<file path="config.mk">
export PLATFORM = sky130hd
export DESIGN_NAME = ceimr_regs
export DESIGN_NICKNAME = d
export VERILOG_FILES = /design/src/ceimr_pkg.sv /design/src/ceimr_regs.sv
export SDC_FILE = /design/constraint.sdc
export NUM_CORES = 1
export LEC_CHECK = 0
export BUFFER_PORTS_ARGS = -buffer_cell sky130_fd_sc_hd__buf_2
export CAP_MARGIN = 10
export CELL_PAD_IN_SITES_DETAIL_PLACEMENT = 1
export CELL_PAD_IN_SITES_GLOBAL_PLACEMENT = 1
export CORE_MARGIN = 3
export CORE_UTILIZATION = 50
export DETAILED_ROUTE_END_ITERATION = 7
export PLACE_DENSITY = 0.95
export SYNTH_ARGS = -nofsm -noshare
export SYNTH_HDL_FRONTEND = slang
export SYNTH_SLANG_ARGS = --single-unit
</file>
<file path="constraint.sdc">
create_clock -name clk_i -period 12.1 [get_ports clk_i]
set_clock_uncertainty 0.2 [all_clocks]
set_input_delay 2.42 -clock clk_i [delete_from_list [all_inputs] [get_ports clk_i]]
set_output_delay 2.42 -clock clk_i [all_outputs]
set_load 0.005 [all_outputs]
</file>
<file path="src/ceimr_pkg.sv">
// package for the clock enable and interrupt mask register group
package ceimr_pkg;

  // ----------------------------------------------------------------
  // register offsets
  // ----------------------------------------------------------------
  localparam logic [7:0] CEIMR_FUSE_PAGE_POINTER = 8'h22;
  localparam logic [7:0] CEIMR_SUPPLY_RAIL_SELECT = 8'h23;
  localparam logic [7:0] CEIMR_INPUT_FIXED_OUTPUT_ENABLE = 8'h24;
  localparam logic [7:0] CEIMR_FLEX_OUTPUT_ENABLE = 8'h25;
  localparam logic [7:0] CEIMR_OUTPUT_DISABLE_CONTROL = 8'h26;
  localparam logic [7:0] CEIMR_INPUT_EVENT_INTR_MASK = 8'h27;
  localparam logic [7:0] CEIMR_LOOP_EVENT_INTR_MASK = 8'h28;

  // reset value shared by every register
  localparam logic [7:0] CEIMR_REG_RESET = 8'h00;

  // ----------------------------------------------------------------
  // field positions
  // ----------------------------------------------------------------
  localparam int CEIMR_IO_RAIL_BIT = 7;      // supply_rail_select
  localparam int CEIMR_FREE_RUN_EN_BIT = 5;  // supply_rail_select
  localparam int CEIMR_INPUT_EN_LSB = 4;     // input_fixed_output_enable[7:4]
  localparam int CEIMR_BOTTOM_EN_LSB = 2;    // input_fixed_output_enable[3:2]
  localparam int CEIMR_TOP_EN_LSB = 0;       // input_fixed_output_enable[1:0]
  localparam int CEIMR_FREE_RUN_SEL_LSB = 6; // output_disable_control[7:6]
  localparam int CEIMR_STAGGER_LSB = 2;      // output_disable_control[3:2]
  localparam int CEIMR_OD_ON_LOL_BIT = 1;    // output_disable_control[1]
  localparam int CEIMR_OD_ON_XO_BIT = 0;     // output_disable_control[0]
  localparam int CEIMR_DRIFT_MASK_LSB = 4;   // input_event_intr_mask[7:4]
  localparam int CEIMR_LOSS_MASK_LSB = 0;    // input_event_intr_mask[3:0]
  localparam int CEIMR_LOL_MASK_LSB = 4;     // loop_event_intr_mask[7:4], bit 7 = loop_a
  localparam int CEIMR_FREEZE_MASK_LSB = 0;  // loop_event_intr_mask[3:0], bit 3 = loop_a
  localparam int CEIMR_RESERVED_PAGE = 4;    // pointer bit of the unused page 4

  // ----------------------------------------------------------------
  // staggered loop start delays
  // ----------------------------------------------------------------
  localparam longint CEIMR_CLK_HZ = 10_000_000;
  localparam longint CEIMR_STAGGER0_US = 4_000;
  localparam longint CEIMR_STAGGER1_US = 40_000;
  localparam longint CEIMR_STAGGER2_US = 400_000;
  localparam longint CEIMR_STAGGER3_US = 4_000_000;
  localparam longint CEIMR_STAGGER0_CYC = CEIMR_STAGGER0_US * CEIMR_CLK_HZ / 1_000_000;
  localparam longint CEIMR_STAGGER1_CYC = CEIMR_STAGGER1_US * CEIMR_CLK_HZ / 1_000_000;
  localparam longint CEIMR_STAGGER2_CYC = CEIMR_STAGGER2_US * CEIMR_CLK_HZ / 1_000_000;
  localparam longint CEIMR_STAGGER3_CYC = CEIMR_STAGGER3_US * CEIMR_CLK_HZ / 1_000_000;
  localparam int CEIMR_CNT_W = 26;

  // ----------------------------------------------------------------
  // types
  // ----------------------------------------------------------------
  // monitored events, index 0 = ref_input_0 or loop_a
  typedef struct packed {
    logic [3:0] drift;  // frequency drift per clock input
    logic [3:0] loss;   // clock loss per clock input
    logic [3:0] lol;    // loss of lock per loop
    logic [3:0] freeze; // holdover freeze per loop
  } ceimr_events_t;

  // active-high enables seen by the pads
  typedef struct packed {
    logic [3:0] input_en;
    logic [1:0] bottom_en;
    logic [1:0] top_en;
    logic [7:0] flex_en;
  } ceimr_enables_t;

  typedef enum logic [1:0] {
    CEIMR_SEQ_IDLE,
    CEIMR_SEQ_LOOP_A,
    CEIMR_SEQ_ALL
  } ceimr_seq_t;

endpackage : ceimr_pkg

</file>
<file path="src/ceimr_regs.sv">
// clock enable, output disable and interrupt mask register group
`timescale 1ns/100ps
module ceimr_regs
  import ceimr_pkg::*;
#(
  parameter logic [CEIMR_CNT_W-1:0] STAGGER0_CYC = CEIMR_CNT_W'(CEIMR_STAGGER0_CYC),
  parameter logic [CEIMR_CNT_W-1:0] STAGGER1_CYC = CEIMR_CNT_W'(CEIMR_STAGGER1_CYC),
  parameter logic [CEIMR_CNT_W-1:0] STAGGER2_CYC = CEIMR_CNT_W'(CEIMR_STAGGER2_CYC),
  parameter logic [CEIMR_CNT_W-1:0] STAGGER3_CYC = CEIMR_CNT_W'(CEIMR_STAGGER3_CYC)
) (
  input wire logic clk_i,                          // 10 MHz system clock
  input wire logic rst_i,                          // async reset, active high
  input wire logic wr_en_i,                        // register write strobe
  input wire logic rd_en_i,                        // register read strobe
  input wire logic [7:0] addr_i,                   // register offset
  input wire logic [7:0] wdata_i,                  // write data
  output logic [7:0] rdata_o,                      // read data, one cycle after rd_en_i
  output logic rvalid_o,                           // read data valid pulse
  input wire ceimr_events_t events_i,              // monitor status levels, asynchronous
  input wire logic xo_loss_i,                      // reference oscillator loss, asynchronous
  input wire logic fuse_locked_i,                  // fuse-locked mode level, asynchronous
  input wire logic wake_start_i,                   // wake-up start pulse, same clock
  output logic [7:0] page_sel_o,                   // fuse page select, pointer bits with page 4 forced low
  output logic io_rail_sel_o,                      // 1 = input supply rail
  output ceimr_enables_t enables_o,                // active-high pad enables
  output logic [3:0] free_run_o,                   // one-hot free-run loop at wake-up
  output logic [3:0] loop_start_o,                 // loop enables, bit 0 = loop_a
  output logic [3:0] loop_output_disable_o,        // per-loop output disable
  output logic intr_o                              // interrupt, active high level
);

  // ----------------------------------------------------------------
  // register storage
  // ----------------------------------------------------------------
  // page pointer and supply rail controls
  logic [7:0] fuse_page_pointer;
  logic [7:0] supply_rail_select;
  // pad enables, a zero bit leaves the pad enabled
  logic [7:0] input_fixed_output_enable;
  logic [7:0] flex_output_enable;
  // free-run choice, start delay and output disable causes
  logic [7:0] output_disable_control;
  // interrupt masks, a set bit silences its event
  logic [7:0] input_event_intr_mask;
  logic [7:0] loop_event_intr_mask;

  // plain strobe port standing in for the serial decoder, one access a strobe
  // zero reset
  // every field clears, so all pads come up enabled and nothing is masked
  always_ff @(posedge clk_i or posedge rst_i) begin
    if (rst_i) begin
      fuse_page_pointer <= CEIMR_REG_RESET;
      supply_rail_select <= CEIMR_REG_RESET;
      input_fixed_output_enable <= CEIMR_REG_RESET;
      flex_output_enable <= CEIMR_REG_RESET;
      output_disable_control <= CEIMR_REG_RESET;
      input_event_intr_mask <= CEIMR_REG_RESET;
      loop_event_intr_mask <= CEIMR_REG_RESET;
    end else if (wr_en_i) begin
      case (addr_i)
        CEIMR_FUSE_PAGE_POINTER: fuse_page_pointer <= wdata_i;
        CEIMR_SUPPLY_RAIL_SELECT: supply_rail_select <= wdata_i;
        CEIMR_INPUT_FIXED_OUTPUT_ENABLE: input_fixed_output_enable <= wdata_i;
        CEIMR_FLEX_OUTPUT_ENABLE: flex_output_enable <= wdata_i;
        CEIMR_OUTPUT_DISABLE_CONTROL: output_disable_control <= wdata_i;
        CEIMR_INPUT_EVENT_INTR_MASK: input_event_intr_mask <= wdata_i;
        CEIMR_LOOP_EVENT_INTR_MASK: loop_event_intr_mask <= wdata_i;
        default: ; // writes elsewhere are ignored
      endcase
    end
  end

  // ----------------------------------------------------------------
  // read path
  // ----------------------------------------------------------------
  logic [7:0] next_rdata;

  // unmapped offsets read as zero
  always_comb begin
    case (addr_i)
      CEIMR_FUSE_PAGE_POINTER: next_rdata = fuse_page_pointer;
      CEIMR_SUPPLY_RAIL_SELECT: next_rdata = supply_rail_select;
      CEIMR_INPUT_FIXED_OUTPUT_ENABLE: next_rdata = input_fixed_output_enable;
      CEIMR_FLEX_OUTPUT_ENABLE: next_rdata = flex_output_enable;
      CEIMR_OUTPUT_DISABLE_CONTROL: next_rdata = output_disable_control;
      CEIMR_INPUT_EVENT_INTR_MASK: next_rdata = input_event_intr_mask;
      CEIMR_LOOP_EVENT_INTR_MASK: next_rdata = loop_event_intr_mask;
      default: next_rdata = 8'h00;
    endcase
  end

  // read data holds until the next read
  // a write in the same cycle lands after the read, which returns the old value
  always_ff @(posedge clk_i or posedge rst_i) begin
    if (rst_i) begin
      rdata_o <= 8'h00;
      rvalid_o <= 1'b0;
    end else begin
      rvalid_o <= rd_en_i;
      if (rd_en_i) begin
        rdata_o <= next_rdata;
      end
    end
  end

  // ----------------------------------------------------------------
  // input synchronisers
  // ----------------------------------------------------------------
  // monitors and the fuse strap come from other logic and pads
  // each bit is an independent level, so skew between bits only delays one event
  ceimr_events_t ev_meta;
  ceimr_events_t ev_sync;
  logic [1:0] lvl_meta;
  logic [1:0] lvl_sync;

  always_ff @(posedge clk_i or posedge rst_i) begin
    if (rst_i) begin
      ev_meta <= '0;
      ev_sync <= '0;
      lvl_meta <= 2'h0;
      lvl_sync <= 2'h0;
    end else begin
      ev_meta <= events_i;
      ev_sync <= ev_meta;
      lvl_meta <= {fuse_locked_i, xo_loss_i};
      lvl_sync <= lvl_meta;
    end
  end

  // named views of the synchronised levels
  logic xo_loss_s;
  logic fuse_locked_s;
  assign xo_loss_s = lvl_sync[0];
  assign fuse_locked_s = lvl_sync[1];

  // ----------------------------------------------------------------
  // static decodes
  // ----------------------------------------------------------------
  logic [7:0] next_page_sel;
  ceimr_enables_t next_enables;
  logic [3:0] next_free_run;

  // field decodes of the stored registers
  always_comb begin
    // page decode
    // bit 7 is page 1 down to bit 0 page D; page 4 never selects
    next_page_sel = fuse_page_pointer;
    next_page_sel[CEIMR_RESERVED_PAGE] = 1'b0;
    next_enables.input_en = ~input_fixed_output_enable[CEIMR_INPUT_EN_LSB +: 4];
    next_enables.bottom_en = ~input_fixed_output_enable[CEIMR_BOTTOM_EN_LSB +: 2];
    next_enables.top_en = ~input_fixed_output_enable[CEIMR_TOP_EN_LSB +: 2];
    next_enables.flex_en = ~flex_output_enable;
    // free-run choice
    // the select field is ignored unless the feature bit is set
    next_free_run = 4'h0;
    if (supply_rail_select[CEIMR_FREE_RUN_EN_BIT]) begin
      next_free_run[output_disable_control[CEIMR_FREE_RUN_SEL_LSB +: 2]] = 1'b1;
    end
  end

  // pad controls registered so outputs never glitch during writes
  always_ff @(posedge clk_i or posedge rst_i) begin
    if (rst_i) begin
      page_sel_o <= 8'h00;
      io_rail_sel_o <= 1'b0;
      enables_o <= '1;
      free_run_o <= 4'h0;
    end else begin
      page_sel_o <= next_page_sel;
      io_rail_sel_o <= supply_rail_select[CEIMR_IO_RAIL_BIT];
      enables_o <= next_enables;
      free_run_o <= next_free_run;
    end
  end

  // ----------------------------------------------------------------
  // staggered loop start
  // ----------------------------------------------------------------
  ceimr_seq_t seq_state;
  logic [CEIMR_CNT_W-1:0] stagger_cnt;
  logic [CEIMR_CNT_W-1:0] stagger_limit;

  // delay latched at the start pulse so a later write cannot cut it short
  // counts are parameters so a test can shrink the 4 ms to 4 s delays
  always_comb begin
    case (output_disable_control[CEIMR_STAGGER_LSB +: 2])
      2'h0: stagger_limit = STAGGER0_CYC;
      2'h1: stagger_limit = STAGGER1_CYC;
      2'h2: stagger_limit = STAGGER2_CYC;
      default: stagger_limit = STAGGER3_CYC;
    endcase
  end

  // stagger sequence
  // loop_a first, the others after the delay; unlocked parts start all at once
  // a second start pulse is ignored; only reset arms the sequence again
  always_ff @(posedge clk_i or posedge rst_i) begin
    if (rst_i) begin
      seq_state <= CEIMR_SEQ_IDLE;
      stagger_cnt <= '0;
      loop_start_o <= 4'h0;
    end else begin
      case (seq_state)
        CEIMR_SEQ_IDLE: begin
          if (wake_start_i) begin
            // the strap is read once here, so a later change cannot split the loops
            if (fuse_locked_s) begin
              seq_state <= CEIMR_SEQ_LOOP_A;
              stagger_cnt <= stagger_limit - 1'b1;
              loop_start_o <= 4'h1;
            end else begin
              seq_state <= CEIMR_SEQ_ALL;
              loop_start_o <= 4'hF;
            end
          end
        end
        CEIMR_SEQ_LOOP_A: begin
          if (stagger_cnt == '0) begin
            seq_state <= CEIMR_SEQ_ALL;
            loop_start_o <= 4'hF;
          end else begin
            stagger_cnt <= stagger_cnt - 1'b1;
          end
        end
        CEIMR_SEQ_ALL: loop_start_o <= 4'hF; // held until reset
        default: seq_state <= CEIMR_SEQ_IDLE;
      endcase
    end
  end

  // ----------------------------------------------------------------
  // output disable and interrupt
  // ----------------------------------------------------------------
  logic [3:0] lol_mask;
  logic [3:0] freeze_mask;
  logic [3:0] next_od;
  logic next_intr;

  // loop mask fields run a..d from the top bit; flip them to index order
  always_comb begin
    for (int i = 0; i < 4; i++) begin
      lol_mask[i] = loop_event_intr_mask[CEIMR_LOL_MASK_LSB + 3 - i];
      freeze_mask[i] = loop_event_intr_mask[CEIMR_FREEZE_MASK_LSB + 3 - i];
    end
  end

  // causes of the per-loop output disable; oscillator loss overrides
  always_comb begin
    next_od = ev_sync.lol & {4{output_disable_control[CEIMR_OD_ON_LOL_BIT]}};
    if (output_disable_control[CEIMR_OD_ON_XO_BIT] && xo_loss_s) begin
      next_od = 4'hF;
    end
  end

  // a plain OR with no latch: software reads the status to find the cause
  always_comb begin
    next_intr =
      |(ev_sync.drift & ~input_event_intr_mask[CEIMR_DRIFT_MASK_LSB +: 4]) |
      |(ev_sync.loss & ~input_event_intr_mask[CEIMR_LOSS_MASK_LSB +: 4]) |
      |(ev_sync.lol & ~lol_mask) |
      |(ev_sync.freeze & ~freeze_mask);
  end

  // level interrupt: follows the events, nothing sticky to clear
  // registered so mask writes never glitch the pins
  always_ff @(posedge clk_i or posedge rst_i) begin
    if (rst_i) begin
      loop_output_disable_o <= 4'h0;
      intr_o <= 1'b0;
    end else begin
      loop_output_disable_o <= next_od;
      intr_o <= next_intr;
    end
  end

endmodule : ceimr_regs

</file>
==> metrics.txt <==
gpl congestion 0.8787; clock slew at reported path FFs 0.07 ns; WL final 22.16 mm; CTS tree yes; Setup CP Type input port to register; Clock Latency Late Sink 0.45 ns; post_cts resized 0; number of port buffers 84; status finished, final reports clean; Tcrit/Tclk final 43.30%; Final Hold Fails 0; Seq/Total Area, Yosys 55.33%; CTS HTree Levels 4; filler cell count 1492; vias in the first global route 6222; ys flop type dfrtp_1; Max IR drop VDD 0.1040 mV; slowest stage delay, CP 0.78 ns; Synth area leaders dfrtp_1 (50%), mux2_2 (7.4%), dfstp_2 (5.6%), nand2_1 (3.5%), mux2i_1 (3.1%); Layout area overhead 14.10%; CP Cell Sequence buf_2, or4b_1, nor3b_4, nand3_1, nor2_1, mux2_2; DR iter-0 viols 474; pwr dens 188.6 nW/um^2; Root Driver clkbuf_16; Reg2Reg Launch Point seq_state[1]; top-area cell type share of the netlist area 49.69%; CP Max Fanout 18; fin worst setup slack 6.861 ns; max-capacitance violation count 0; Leak 4.018 nW; Startpoint Class input port; hold buffer count at cts 0; Adder-Cell Fraction of Synth Area 1.847%; FP Rows 43; WL/cell 23.95 um; Hold WS 0.1484 ns; effective utilization at floorplan 52.48%; post-synth top area cell dfrtp_1; Simple-Gate Fraction of Synth Area 14.47%; Final setup viols 0; drt first pass iters 6; CTS sink count 164; full die area 16410 um^2; Hold Crit Class register to register; Post-Synthesis Cells 658; largest family of logic cells by synthesized area simple AND/OR/NAND/NOR gates; delay-heaviest family, CP simple AND/OR/NAND/NOR gates; Post-Layout Cell Count 925; CP Launch Point addr_i[4]; Synth Register Bits 164; synthesized area per cell 11.33 um^2; post-CTS setup repair buffer count 0; Async SR Flop Fraction 100.0%; Mapped Area 7453 um^2; Longest Clk Path Bufs 2; XOR/XNOR share of the synthesized area 0%; proportion of synthesized area in mux cells 11.10%; Core Box Area 14200 um^2; Place WS 6.576 ns; Placed Cells 892; Seq. cell area 4124 um^2; Max Clock Freq 190.9 MHz; routed vias/inst 6.272; compound-cell area share of the yosys netlist 11.82%; worst slew pin tran 0.9179 ns; min-delay src ev_meta[10]; Buf/Inv on CP 1; most common cell in the synthesized netlist dfrtp_1; Die Width 128.1 um; CTS buffer count 17; critical path capture point type register; die height 128.1 um; CP max-delay cell nor3b_4; Final ANT Viol Nets 0; Slew headroom 38.81%; # DRC 0; Post-synth top cells dfrtp_1 (148), nand2_1 (70), mux2_2 (49), inv_1 (48), o21ai_0 (36); initial antenna violation count 1; max-slew violations 0; nets@finish 781; Yosys warnings 0; Detail Placement HPWL 14.40 mm; EDFF count, synth 0; via count 5802; Data required, critical path 12.23 ns; largest net degree at the start of global routing 95; total track usage 28.07%; final core utilization 59.87%; layout cell share with drive strength beyond 1 29.17%; first-pass GRT wire length 35.07 mm; I/O pin count 86; grt ovf 0; setup TNS 0 ns; crit path time final 5.239 ns; Synth Net Count 708; multi-input logic area 2928 um^2; Synth cell types 82; Worst Path Arrival 5.37 ns; unrepaired setup endpoints after global routing false
## where the power goes
| group | leakage [nW] | internal (mW) | total, mW | switching [mW] |
|---|---|---|---|---|
| combinational | 1.72 | 0.142 | 0.379 | 0.236 |
| clock | 0.287 | 0.278 | 0.541 | 0.263 |
| sequential | 2.01 | 0.611 | 0.684 | 0.0728 |
| total | 4.02 | 1.03 | 1.60 | 0.572 |
## kinds of logic after synthesis
kind of cell	count (synthesis)
other	1
buffers and inverters	83
DFF	164
adders and majority gates	11
muxes	74
and+or+nand+nor	190
AOI/OAI and AO/OA	135
## flip-flops by register name, summed over array words and instances, names as in the netlist, 8 cells and up
register / cells
fuse_page_pointer: 8
input_fixed_output_enable: 8
output_disable_control: 8
ev_sync: 16
ev_meta: 16
loop_event_intr_mask: 8
input_event_intr_mask: 8
rdata_o: 8
supply_rail_select: 8
stagger_cnt: 26
flex_output_enable: 8
enables_o: 16
## metrics by stage
step                total power, mW  area (um^2)
global placement              1.005         7916
floorplan                    0.9509         7453
CTS                           1.600         8502
finish                        1.604         8504
detailed placement            1.046         7916
global route                  1.676         8504
## cell usage in the layout, fill, tap and decap left out, types with 14 or more instances in the layout
cell | netlist | final
nand2_1 | 70 | 70
a22o_1 | 14 | 14
mux2i_1 | 23 | 23
nor2_1 | 23 | 23
o22ai_1 | 19 | 19
mux2_2 | 49 | 49
dfstp_2 | 16 | 16
buf_2 | 6 | 84
inv_1 | 48 | 47
clkbuf_16 | 0 | 17
o21ai_0 | 36 | 36
dfrtp_1 | 148 | 148
a21oi_1 | 26 | 26
## final cells by class
class / instances / share of cell area, %
sequential: 164 / 48.49
multi-input combinational: 411 / 34.43
timing repair buffer: 88 / 5.296
clock buffer: 17 / 5.002
tap: 180 / 2.648
inverter: 49 / 2.222
clock inverter: 15 / 1.883
antenna: 1 / 0.02942
## worst paths after layout
check                                                 to  slack [ns]  cells after the start
min in group asynchronous                stagger_cnt[21]        1.94                      2
worst max-delay path            input_event_intr_mask[1]        6.86                      6
worst min-delay path                         ev_sync[10]        0.15                      0
worst max register to register           stagger_cnt[13]        8.18                      9
max in group asynchronous        loop_event_intr_mask[6]        8.36                      3
worst min register to register               ev_sync[10]        0.15                      0
## layer usage
metal,vias to the layer above,share of wire (%),track usage (%)
met5,-,0,0
met4,0,3.9,13.73
met2,269,49,46.40
met1,2977,40,34.45
met3,79,7.0,6.958
li1,2477,-,-
Power figures use the tool's default switching activity.
